<file path="config.mk">
export PLATFORM = sky130hd
export DESIGN_NAME = umu_top
export DESIGN_NICKNAME = d
export VERILOG_FILES = /design/src/pkg/umu_pkg.sv /design/src/pkg/umu_mul_if.sv /design/src/rtl/umu_mult.sv /design/src/rtl/umu_top.sv
export VERILOG_INCLUDE_DIRS = /design/src /design/src/pkg
export SDC_FILE = /design/constraint.sdc
export NUM_CORES = 1
export LEC_CHECK = 0
export BUFFER_PORTS_ARGS = -buffer_cell sky130_fd_sc_hd__buf_2
export CELL_PAD_IN_SITES_DETAIL_PLACEMENT = 0
export CELL_PAD_IN_SITES_GLOBAL_PLACEMENT = 1
export CORE_ASPECT_RATIO = 0.5
export CORE_MARGIN = 5
export CORE_UTILIZATION = 46
export DETAILED_ROUTE_END_ITERATION = 10
export HOLD_SLACK_MARGIN = 0.08
export PLACE_DENSITY = 0.78
export SYNTH_ARGS = -nofsm -noshare
export SYNTH_HDL_FRONTEND = slang
export SYNTH_SLANG_ARGS = --single-unit
</file>
<file path="constraint.sdc">
create_clock -name clk -period 8.3 [get_ports clk]
set_clock_uncertainty 0.05 [all_clocks]
set_input_delay 0.83 -clock clk [delete_from_list [all_inputs] [get_ports clk]]
set_output_delay 0.83 -clock clk [all_outputs]
set_load 0.01 [all_outputs]
</file>
<file path="src/pkg/umu_params.svh">
// Purpose : constants for the unsigned multiplier unit
// Assumes : included by bare name from the package and design files
// Notes   : widths are fixed, nothing here is tunable per instance
`ifndef UMU_PARAMS_SVH
`define UMU_PARAMS_SVH

// ----------------------------------------------------------------------
// mode control encodings and reset values
// ----------------------------------------------------------------------
`define UMU_MODE_W     8
`define UMU_MODE_MUL   8'h00
`define UMU_MODE_RST   8'h00
`define UMU_OPND_W     16
`define UMU_OPND_RST   16'h0000
`define UMU_PROD_W     32
`define UMU_PROD_RST   32'h0000_0000

// ----------------------------------------------------------------------
// field positions of the product
// ----------------------------------------------------------------------
`define UMU_PROD_LO_MSB 15
`define UMU_PROD_LO_LSB 0
`define UMU_PROD_HI_MSB 31
`define UMU_PROD_HI_LSB 16

// ----------------------------------------------------------------------
// timing: operation clocks from start to product
// ----------------------------------------------------------------------
`define UMU_OP_CLKS    1

`endif

</file>
<file path="src/pkg/umu_pkg.sv">
// Purpose : shared types of the unsigned multiplier unit
// Assumes : umu_params.svh on the include path
// Notes   : state codes are one-hot and written out
`include "umu_params.svh"

package umu_pkg;

   // ----------------------------------------------------------------------
   // data types
   // ----------------------------------------------------------------------
   typedef logic [`UMU_MODE_W-1:0] umu_mode_t;
   typedef logic [`UMU_OPND_W-1:0] umu_opnd_t;
   typedef logic [`UMU_PROD_W-1:0] umu_prod_t;

   // ----------------------------------------------------------------------
   // sequencer states
   // ----------------------------------------------------------------------
   typedef enum logic [1:0] {
      UMU_ST_IDLE = 2'b01,
      UMU_ST_CALC = 2'b10
   } umu_state_t;

   // true when the mode control selects unsigned multiply
   function automatic logic umu_is_mul(input umu_mode_t mode);
      return mode == `UMU_MODE_MUL;
   endfunction

endpackage

</file>
<file path="src/pkg/umu_mul_if.sv">
// Purpose : carries operands to the array multiplier and its product back
// Assumes : both ends sit in the same clock domain
// Notes   : purely combinational path, the caller registers the product
interface umu_mul_if;
   import umu_pkg::*;

   umu_opnd_t mcand;
   umu_opnd_t mplier;
   umu_prod_t product;

   // ----------------------------------------------------------------------
   // modports
   // ----------------------------------------------------------------------
   modport ctrl (output mcand, output mplier, input product);
   modport core (input mcand, input mplier, output product);
endinterface

</file>
<file path="src/rtl/umu_mult.sv">
// Purpose : 16x16 unsigned array multiply
// Assumes : inputs held stable for the one operation clock
// Notes   : result is combinational, registered by the sequencer
module umu_mult
   import umu_pkg::*;
(
   // operands in, product out
   umu_mul_if.core mul
);

   // full-width product, no truncation
   always_comb begin
      mul.product = umu_prod_t'(mul.mcand) * umu_prod_t'(mul.mplier);
   end

endmodule

</file>
<file path="src/rtl/umu_top.sv">
// Purpose : unsigned multiply part of a multiply/divide unit
// Assumes : all inputs synchronous to clk, ce gates every state change except reset
// Notes   : only the multiply mode is implemented; other modes just store
`include "umu_params.svh"

module umu_top
   import umu_pkg::*;
(
   // clock, reset, enable
   input  wire logic      clk,
   input  wire logic      reset,
   input  wire logic      ce,
   // register writes
   input  wire logic      mode_wr,
   input  wire umu_mode_t mode_wdata,
   input  wire logic      opl_wr,
   input  wire umu_opnd_t opl_wdata,
   input  wire logic      oph_wr,
   input  wire umu_opnd_t oph_wdata,
   // product read port
   input  wire logic      rd_en,
   input  wire logic      rd_sel_high,
   output umu_opnd_t      rd_data,
   // register contents
   output umu_mode_t      muldiv_mode_control,
   output umu_opnd_t      operand_low_reg,
   output umu_opnd_t      operand_high_reg,
   output umu_opnd_t      product_low_reg,
   output umu_opnd_t      product_high_reg,
   // status
   output logic           busy,
   output logic           done
);

   // ----------------------------------------------------------------------
   // state
   // ----------------------------------------------------------------------
   umu_state_t state_r, state_nxt;
   umu_mode_t  mode_r, mode_nxt;
   umu_opnd_t  opl_r, opl_nxt;
   umu_opnd_t  oph_r, oph_nxt;
   logic       lo_ok_r, lo_ok_nxt;
   logic       hi_ok_r, hi_ok_nxt;
   umu_opnd_t  a_lat_r, a_lat_nxt;
   umu_opnd_t  b_lat_r, b_lat_nxt;
   umu_prod_t  prod_r, prod_nxt;
   umu_opnd_t  rd_r, rd_nxt;
   logic       done_r, done_nxt;
   logic       go;

   umu_mul_if mul ();

   // ----------------------------------------------------------------------
   // multiplier core
   // ----------------------------------------------------------------------
   umu_mult u_mult (
      .mul (mul.core)
   );

   // latched copies drive the core so operand writes during the
   // operation clock cannot corrupt the product in flight
   assign mul.mcand  = a_lat_r;
   assign mul.mplier = b_lat_r;

   // start once both operands are in and multiply mode is selected
   assign go = (state_r == UMU_ST_IDLE) && lo_ok_r && hi_ok_r &&
               umu_is_mul(mode_r);

   // ----------------------------------------------------------------------
   // next-state logic
   // ----------------------------------------------------------------------
   always_comb begin
      state_nxt = state_r;
      mode_nxt  = mode_r;
      opl_nxt   = opl_r;
      oph_nxt   = oph_r;
      lo_ok_nxt = lo_ok_r;
      hi_ok_nxt = hi_ok_r;
      a_lat_nxt = a_lat_r;
      b_lat_nxt = b_lat_r;
      prod_nxt  = prod_r;
      rd_nxt    = rd_r;
      done_nxt  = 1'b0;

      // a mode change asks for a fresh operand pair
      if (mode_wr) begin
         mode_nxt  = mode_wdata;
         lo_ok_nxt = 1'b0;
         hi_ok_nxt = 1'b0;
      end

      unique case (state_r)
         UMU_ST_IDLE: begin
            if (go) begin
               a_lat_nxt = opl_r;
               b_lat_nxt = oph_r;
               hi_ok_nxt = 1'b0;
               state_nxt = UMU_ST_CALC;
            end
         end
         UMU_ST_CALC: begin
            prod_nxt  = mul.product;
            done_nxt  = 1'b1;
            state_nxt = UMU_ST_IDLE;
         end
      endcase

      // writes come after the start so a set in the start cycle wins
      if (opl_wr && !mode_wr) begin
         opl_nxt   = opl_wdata;
         lo_ok_nxt = 1'b1;
      end else if (opl_wr) begin
         opl_nxt = opl_wdata;
      end
      if (oph_wr && !mode_wr) begin
         oph_nxt   = oph_wdata;
         hi_ok_nxt = 1'b1;
      end else if (oph_wr) begin
         oph_nxt = oph_wdata;
      end

      // reads only copy the old product, the halves are left alone
      if (rd_en) begin
         rd_nxt = rd_sel_high ?
                  prod_r[`UMU_PROD_HI_MSB:`UMU_PROD_HI_LSB] :
                  prod_r[`UMU_PROD_LO_MSB:`UMU_PROD_LO_LSB];
      end
   end

   // ----------------------------------------------------------------------
   // registers
   // ----------------------------------------------------------------------
   always_ff @(posedge clk) begin
      if (reset) begin
         state_r <= UMU_ST_IDLE;
         mode_r  <= `UMU_MODE_RST;
         opl_r   <= `UMU_OPND_RST;
         oph_r   <= `UMU_OPND_RST;
         lo_ok_r <= 1'b0;
         hi_ok_r <= 1'b0;
         a_lat_r <= `UMU_OPND_RST;
         b_lat_r <= `UMU_OPND_RST;
         prod_r  <= `UMU_PROD_RST;
         rd_r    <= `UMU_OPND_RST;
         done_r  <= 1'b0;
      end else if (ce) begin
         state_r <= state_nxt;
         mode_r  <= mode_nxt;
         opl_r   <= opl_nxt;
         oph_r   <= oph_nxt;
         lo_ok_r <= lo_ok_nxt;
         hi_ok_r <= hi_ok_nxt;
         a_lat_r <= a_lat_nxt;
         b_lat_r <= b_lat_nxt;
         prod_r  <= prod_nxt;
         rd_r    <= rd_nxt;
         done_r  <= done_nxt;
      end
   end

   // ----------------------------------------------------------------------
   // outputs
   // ----------------------------------------------------------------------
   assign muldiv_mode_control = mode_r;
   assign operand_low_reg     = opl_r;
   assign operand_high_reg    = oph_r;
   assign product_low_reg     = prod_r[`UMU_PROD_LO_MSB:`UMU_PROD_LO_LSB];
   assign product_high_reg    = prod_r[`UMU_PROD_HI_MSB:`UMU_PROD_HI_LSB];
   assign rd_data             = rd_r;
   // busy tells the caller the product is not yet valid
   assign busy                = (state_r == UMU_ST_CALC) || go;
   assign done                = done_r;
endmodule

</file>
Word-level counts from Yosys, hierarchy flattened
Cells that the tools add are included.

Latch bits: 0. RAM bits: 0. ROM bits: 0. Register bits after elaboration: 125. Bits of input ports: 48. Memories kept: 0.

$add $sub $neg: 0. Bitwise gates (word level): 0. Multiply operators: 1. Muxes and demuxes: 14. $lt $le $gt $ge: 0. Div/mod/pow operators: 0. Reduce and logical (&&, ||, !) cells: 19. Equal/unequal tests: 3. Shifts and indexed selects: 0.

Operators with widths (count): two-way mux 16 bit (5); multiplier 16 x 16 -> 32 bit (1); AND reduction 2 bit (7); zero test 8 bit (1); two-way mux 1 bit (7); nonzero test 2 bit (3); logical AND 1 bit (5); one-hot mux 2 bit (2 select lines) (1); AND reduction 3 bit (1); == test 2 x 1 -> 1 bit, second input constant (1); == test 2 bit, second input constant (1); two-way mux 2 bit (1); inequality test 2 bit, second input constant (1); zero test 1 bit (1); logical OR 1 bit (1).

Logic depth before layout (Yosys ltp)
Gate-level depths: netlist (run 1).

Depth after elaboration: 7. Depth in mapped cells: 23.

Modules after synthesis
A second synthesis (run 1) with hierarchy kept.

Cells, all modules: 1528. Area, all modules: 13349.1 sq um.

Modules (own cells, without submodules): umu_mult (instances 1, sequential area each 0.0 sq um, area each 8428.1 sq um, cells an instance 974); umu_top (instances 1, sequential area each 2502.4 sq um, area each 4921.0 sq um, cells an instance 554).

Least setup slack after synthesis (run 1)
Ideal clock, no wire load.

Path kind: flip-flop to flip-flop. Start point: register b_lat_r[7]. End point: register prod_r[31]. Arrival time: 5.699 ns. Library setup time: 0.123 ns. Cell stages (with the launch flop): 24. Buffers on the path: 3. Clock period less this slack: 5.872 ns. Setup slack: 2.428 ns. Data required time: 8.127 ns. Cells stage by stage: dfxtp_1 > clkbuf_1 > clkbuf_1 > nand2_1 > fa_1 > inv_1 > fa_1 > inv_1 > fa_1 > inv_1 > fa_1 > fa_1 > inv_1 > fa_1 > inv_1 > ha_1 > clkbuf_2 > a21oi_1 > o21ai_1 > a32oi_1 > nand2_4 > a311oi_4 > o2111a_1 > a211oi_2.

Word-level cells in the longest chain between the ends: 1.

RTL lines: start: declaration (RTL line umu_top.sv:45) `umu_opnd_t b_lat_r, b_lat_nxt;`; start signal: assignment (RTL line umu_top.sv:142) `` b_lat_r <= `UMU_OPND_RST; ``; start signal: assignment (RTL line umu_top.sv:154) `b_lat_r <= b_lat_nxt;`; multiplier 16 x 16 -> 32 bit (RTL line umu_mult.sv:13) `mul.product = umu_prod_t'(mul.mcand) * umu_prod_t'(mul.mplier);`; end signal: assignment (RTL line umu_top.sv:143) `` prod_r <= `UMU_PROD_RST; ``; end signal: assignment (RTL line umu_top.sv:155) `prod_r <= prod_nxt;`; end: declaration (RTL line umu_top.sv:46) `umu_prod_t prod_r, prod_nxt;`.

Every way passes these cells. A chain may end at the register's enable or synchronous reset.

Final worst setup path (run 1)
Same ends and word-level chain as after synthesis.

==> results of run 1 <==
-- worst max-delay path, delay by kind of cell (launching register included) --
family                     cells  cell delay [ns]
AOI/OAI and AO/OA              6             1.42
adders and majority gates      7             3.50
buffers and inverters          5             0.27
DFF                            1             0.89
and+or+nand+nor                2             0.29
-- synthesized netlist by cell type (3+ instances only) --
library cell	n
o21ai_2	3
a21o_1	15
nor3_1	12
fa_1	194
nor3b_1	3
o21ai_0	14
a21oi_2	4
buf_2	9
clkbuf_1	70
o21ai_1	8
a211oi_1	19
nand3b_1	6
o31ai_1	3
and2_1	128
xnor2_1	10
inv_1	226
nor2_1	29
a32oi_1	4
nand4_1	12
mux2i_1	19
a31oi_1	3
a21oi_1	117
nand2_1	328
ha_1	104
dfxtp_1	125
buf_1	4
a21o_2	3
nand3_1	13
or3_1	6
nor4_1	3
-- per-layer routing --
metal	up-vias	wire length, microns	track usage
li1	5017	-	-
met1	5399	18600	0.362
met2	374	15800	0.355
met3	20	2960	0.0582
met4	0	251	0.0338
met5	-	0	0
-- worst paths after layout --
path / to / startpoint / cells past startpoint
worst min register to register: a_lat_r[14] / operand_low_reg[14] / 2
worst min-delay path: a_lat_r[14] / operand_low_reg[14] / 2
worst max-delay path: prod_r[31] / b_lat_r[7] / 20
worst max register to register: prod_r[31] / b_lat_r[7] / 20
-- metrics by stage --
| stage | util | total power, mW | hold WS [ns] | setup slack, ns |
|---|---|---|---|---|
| floorplan | - | 0.680 | 0.408 | 2.43 |
| global placement | 0.503 | 0.714 | 0.401 | 1.89 |
| detailed placement | 0.503 | 0.716 | 0.411 | 1.84 |
| CTS | 0.524 | 1.47 | 0.422 | 1.79 |
| global route | 0.524 | 1.51 | 0.438 | 1.45 |
| finish | 0.524 | 1.46 | 0.420 | 1.75 |
-- kinds of logic (layout without fill, tap and decap cells) --
| kind of cell | count (synthesis) | count (layout) | share of synthesized area |
|---|---|---|---|
| xor+xnor | 12 | 12 | 0.00798 |
| simple gates | 552 | 552 | 0.195 |
| compound gates | 222 | 222 | 0.110 |
| flops | 125 | 125 | 0.190 |
| buf+inv | 310 | 402 | 0.0893 |
| fa+ha+maj | 298 | 298 | 0.394 |
| mux | 19 | 19 | 0.0144 |
-- area by class of cell --
| cell class | count | share of cell area |
|---|---|---|
| Timing Repair Buffer | 145 | 0.0510 |
| Sequential cell | 125 | 0.171 |
| Tap cell | 382 | 0.0326 |
| Multi-Input combinational cell | 1103 | 0.648 |
| Clock inverter | 13 | 0.0112 |
| Inverter | 226 | 0.0578 |
| Clock buffer | 18 | 0.0293 |
-- power by group --
part | switching (mW) | internal (mW) | total [mW] | leakage [nW]
Clock | 0.285 | 0.473 | 0.757 | 0.287
Sequential | 0.0109 | 0.614 | 0.625 | 1.01
Combinational | 0.0477 | 0.0293 | 0.0770 | 5.84
==> impl_results.md, run 1 <==
* Status: finished, final reports clean
* Sequential cell area fraction in the yosys report at 0.190
* Worst Path Required at 8.55 ns
* Final Hold Viols at 0
* # clock sinks at 125
* DRC viols at 0
* Slew Limit Fails at 0
* Worst slew pin tran at 1.13 ns
* Final GP Congestion at 0.969
* I/O pins at between 100 and 150
* Top FF cell, synth: dfxtp_1
* ANT cells at 0
* Unrepaired setup endpoints after global routing: false
* Cell Rows at 43
* Biggest register: prod_r
* Router iterations before antenna repair at 5
* Cell area after layout at ~15000 sq um
* Starting Density at 0.471
* GRT Resource Usage Total at 0.239
* Reg-to-reg slack, setup at 1.75 ns
* FF/Latch Area at 2500 sq um
* Syn-to-layout area delta at 11.4%
* Critical Path Max Stage Delay at 0.89 ns
* Die Ht at 130 microns
* Total CTS buffers at 17
* Total gr overflow at 0
* PortBufs at around 140
* Cells after synthesis at 1538
* Fmax at 0.153 GHz
* Dpl cells at 1981
* Reg clk slew, reported paths at 0.06 ns
* Vias at about 11000
* HP Class: reg2reg
* Crit path arrival time at 6.79 ns
* Number of flops mapped to enable cells by yosys at 0
* H-tree depth at 4
* Top cells by area, synth: fa_1 29%, dfxtp_1 19%, ha_1 9.9%
* Core area at around 28000 sq um
* Post-CTS Setup Repair Bufs at 0
* CTS tree: done
* Synth top area share at 0.295
* Antenna violations before repair at 2
* # nets final at 1964
* CP Launch Type: flip-flop
* Async S/R FF share, synth at 0
* Chip width at about 250 microns
* Post-route ant nets at 0
* Syn. warnings at 0
* Peak supply drop at 0.133 mV
* FILL cells at about 2700
* Post-cts gate resize count at 0
* 1st-iter DRT viols at 857
* Setup TNS at 0 ns
* Hold buffer count at CTS at 0
* Rel. slew slack at 0.249
* Vias in the first global route at between 10000 and 15000
* Net Count, Synth at 1884
* Maximum buffer depth of the clock tree at 2
* Period utilization at 0.789
* Clock Latency Late Sink at 0.42 ns
* Root Buffer: clkbuf_16
* DR vias/cell at 5.37
* Area of the multi-input gates at 9500 sq um
* Largest net degree at the start of global routing at 82
* Max stage delay cell, worst path: dfxtp_1
* Cell Chain, Critical Path: nand2_1 -> fa_1 -> inv_1 -> fa_1 -> inv_1 -> fa_1 -> inv_1 -> fa_1 -> fa_1 -> inv_1 -> fa_1 -> inv_1 -> ha_1 -> a21oi_1 -> o21ai_1 -> a32oi_1 -> nand2_4 -> a311oi_4 -> o2111a_1 -> a211oi_2
* Syn Area/Cell at around 8.6 sq um
* Max_cap viols at 0
* Worst Setup End Kind: flip-flop
* Power per Cell Area at 99.5 nW/um^2
* Final wirelength at approximately 38 mm
* Max reg flops at 32
* Cell area after synthesis at 13200 sq um
* Post-layout min period at roughly 6.5 ns
* First-pass GRT wire length at 61.2 mm
* Final setup fails at 0
* Share of layout cells above drive strength 1 at 0.123
* Cell Count, Final, Fillers Out at between 2000 and 2500
* Final HPWL DP at 29.7 mm
* Most common cell after layout, fill and taps aside: nand2_1
* WS Path Type: reg2reg
* Yosys top cell by area: fa_1
* Full die area at 32300 sq um
* Most frequent cells in the layout: 328 x nand2_1, 226 x inv_1, 194 x fa_1
* Yosys cell types at 64
* Cell area after placement at 14100 sq um
* Most frequent CP cell: fa_1
* DR WL/cell at between 15 and 20 microns
* Max FO, Critical Path at 17
* Static Leak at 7.14 nW
* Seq cells post-synth at 125
(Power assumes the default switching activity.)
==> run 2, diff against run 1 <==
--- a/config.mk
+++ b/config.mk
@@ -6,12 +6,13 @@
 export SDC_FILE = /design/constraint.sdc
 export NUM_CORES = 1
 export LEC_CHECK = 0
+export ABC_AREA = 1
 export BUFFER_PORTS_ARGS = -buffer_cell sky130_fd_sc_hd__buf_2
 export CELL_PAD_IN_SITES_DETAIL_PLACEMENT = 0
 export CELL_PAD_IN_SITES_GLOBAL_PLACEMENT = 1
 export CORE_ASPECT_RATIO = 0.5
 export CORE_MARGIN = 5
-export CORE_UTILIZATION = 46
+export CORE_UTILIZATION = 45
 export DETAILED_ROUTE_END_ITERATION = 10
 export HOLD_SLACK_MARGIN = 0.08
 export PLACE_DENSITY = 0.78
==> constraint.sdc (replaced) <==
create_clock -name clk -period 6.85 [get_ports clk]
set_clock_uncertainty 0.05 [all_clocks]
set_input_delay 0.685 -clock clk [delete_from_list [all_inputs] [get_ports clk]]
set_output_delay 0.685 -clock clk [all_outputs]
set_load 0.01 [all_outputs]
==> run 2 against run 1 <==
- design area up 8.5%
- highest routed layer unchanged
- routed wire length up 1.6%
- critical path type unchanged
- area after synthesis up 8.8%
- largest cell class unchanged
- sequential power up 24%
==> impl_results.md, run 2 <==
* Maximum buffer depth of the clock tree at 2
* Final GP Congestion at 0.859
* # clock sinks at 125
* Yosys cell types at 35
* GRT Resource Usage Total at 0.223
* R2r endpoint: prod_r[19]
* Cell Rows at 46
* Share of layout cells above drive strength 1 at 0.119
* Sw Pwr at 455 uW
* Final setup fails at 0
* Cell Count, Final, Fillers Out at 2492
* Sequential power share at 0.406
* Fmax at 0.170 GHz
* Dpl cells at 2460
* Most frequent cells in the layout: 509 x inv_1, 487 x nand2_1, 194 x fa_1
* Cell with the most instances after synthesis: inv_1
* Largest net degree at the start of global routing at 108
* Static Leak at 9.33 nW
* Final Hold Viols at 0
* Area of the multi-input gates at 9450 sq um
* Router iterations before antenna repair at 5
* Total CTS buffers at 17
* Post-layout util at 0.505
* Syn-to-layout area delta at 11.0%
* Peak supply drop at 0.140 mV
* Worst hold slack at between 0.4 and 0.5 ns
* Vias at roughly 12000
* PortBufs at 137
* Most frequent cells after synthesis: 510 x inv_1, 487 x nand2_1, 194 x fa_1
* Root Buffer: clkbuf_16
* Max FO, Critical Path at 17
* Final wirelength at approximately 38 mm
* DR WL/cell at between 15 and 20 microns
* 1st-iter DRT viols at 840
* Yosys top cell by area: fa_1
* Post-layout min period at a little under 6 ns
* Core area at 31500 sq um
* Synth top area share at 0.271
* FILL cells at approximately 3300
* Number of flops mapped to enable cells by yosys at 0
* Full die area at between 30000 and 40000 sq um
* Max reg flops at 32
* Biggest register: prod_r
* Logic pwr share at 0.065
* WS Path Type: reg2reg
* Cell area after synthesis at between 10000 and 15000 sq um
* DRC viols at 0
* Antenna violations before repair at 0
* Post-CTS Setup Repair Bufs at 0
* Reg clk slew, reported paths at 0.06 ns
* Syn Area/Cell at 7.26 sq um
* Cell area after placement at 15300 sq um
* Unrepaired setup endpoints after global routing: false
* FF/Latch Area at 2500 sq um
* Post-cts gate resize count at 0
* Slew Limit Fails at 0
* R2R Path Start: a_lat_r[7]
* First-pass GRT wire length at around 64 mm
* Period utilization at 0.859
* Net Sw Frac at 0.238
* Die Ht at 136 microns
* Crit path arrival time at 6.17 ns
* I/O pins at about 140
* Top FF cell, synth: dfxtp_1
* Setup ws final at 0.965 ns
* Cell area after layout at 15900 sq um
* Syn. warnings at 0
* CTS tree: done
* Cells after synthesis at slightly below 2000
* Final HPWL DP at about 31 mm
* Hold buffer count at CTS at 0
* Cells on worst reg2reg path at 24
* Net Count, Synth at 2320
* Rel. slew slack at 0.375
* Vias in the first global route at 11883
* DR vias/cell at roughly 4.7
* Total gr overflow at 0
* Sequential cell area fraction in the yosys report at 0.175
* Starting Density at 0.454
* Worst slew pin tran at between 0.9 and 1 ns
* Int Power at 1.45 mW
* Reg-to-reg slack, setup at 0.97 ns
* Worst Setup End Kind: flip-flop
* Setup TNS at 0 ns
* Min-delay src: done
* Status: finished, final reports clean
* Chip width at 262 microns
* Clock Latency Late Sink at approximately 0.44 ns
* Seq cells post-synth at 125
* H-tree depth at 4
* Power per Cell Area at 120 nW/um^2
* Hold depth at 2
* ANT cells at 0
* Design Power at 1.91 mW
* HP Class: reg2reg
* Most common cell after layout, fill and taps aside: inv_1
* Max_cap viols at 0
* Worst Path Required at 7.14 ns
* Async S/R FF share, synth at 0
* Hold Path Sink: done
* Pre-CTS WS at 1.00 ns
* Post-route ant nets at 0
* CP Launch Type: flip-flop
* # nets final at between 2000 and 2500
* Top cells by area, synth: fa_1 27%, dfxtp_1 17%, inv_1 13%
* Clock network fraction of total power at 0.530
## run 2: routing by layer
layer / global-route usage / wire length [microns]
met3: 0.0369 / 2010
met5: 0 / 0
met2: 0.329 / 15600
met1: 0.343 / 20100
met4: 0.0493 / 535
## run 2: worst max path at each step
stage / from / end / slack, ns / cells after the start
finish: a_lat_r[7] / prod_r[19] / 0.97 / 24
floorplan: b_lat_r[7] / prod_r[23] / 1.50 / 25
global route: a_lat_r[7] / prod_r[19] / 0.57 / 24
global placement: a_lat_r[7] / prod_r[23] / 0.98 / 23
detailed placement: a_lat_r[7] / prod_r[23] / 1.00 / 23
CTS: a_lat_r[7] / prod_r[23] / 0.95 / 23
## run 2: final cells by class
type	count	share of cell area
repair buffers	156	0.0520
inverters	516	0.122
well taps	432	0.0340
multi-input cells	1231	0.594
clock buffers	21	0.0302
flip-flops and latches	125	0.157
clock inverters	11	0.0111
## run 2: power groups by stage
stage	combinational (mW)	sequential (mW)	clock, mW
6_report	0.123	0.774	1.01
5_1_grt	0.139	0.777	1.06
3_3_place_gp	0.124	0.789	0
3_5_place_dp	0.124	0.790	0
2_1_floorplan	0.0656	0.793	0
4_1_cts	0.124	0.774	1.03
## run 2: kinds of logic (layout without fill, tap and decap cells)
| kind of cell | after synthesis | after routing | share of synthesized area |
|---|---|---|---|
| AO/OA/AOI/OAI | 208 | 208 | 0.0821 |
| XOR/XNOR | 10 | 10 | 0.00611 |
| adder cells (fa/ha/maj) | 298 | 298 | 0.362 |
| buffers and inverters | 618 | 704 | 0.166 |
| flip-flops | 125 | 125 | 0.175 |
| AND/OR/NAND/NOR | 715 | 715 | 0.209 |
## run 2: critical path, cell delays in order (launching register included)
cell	delay (ns)
dfxtp_1	0.85
nand2_1	0.17
fa_1	0.58
inv_1	0.06
fa_1	0.51
inv_1	0.06
fa_1	0.52
inv_1	0.05
fa_1	0.49
fa_1	0.51
inv_1	0.05
fa_1	0.49
inv_1	0.05
ha_1	0.41
nand2_2	0.15
inv_1	0.10
nand2_1	0.06
nand3_1	0.08
nand2_1	0.05
nand2_1	0.09
inv_1	0.07
nand3_1	0.08
nand3_1	0.13
nand2_1	0.10
inv_1	0.04
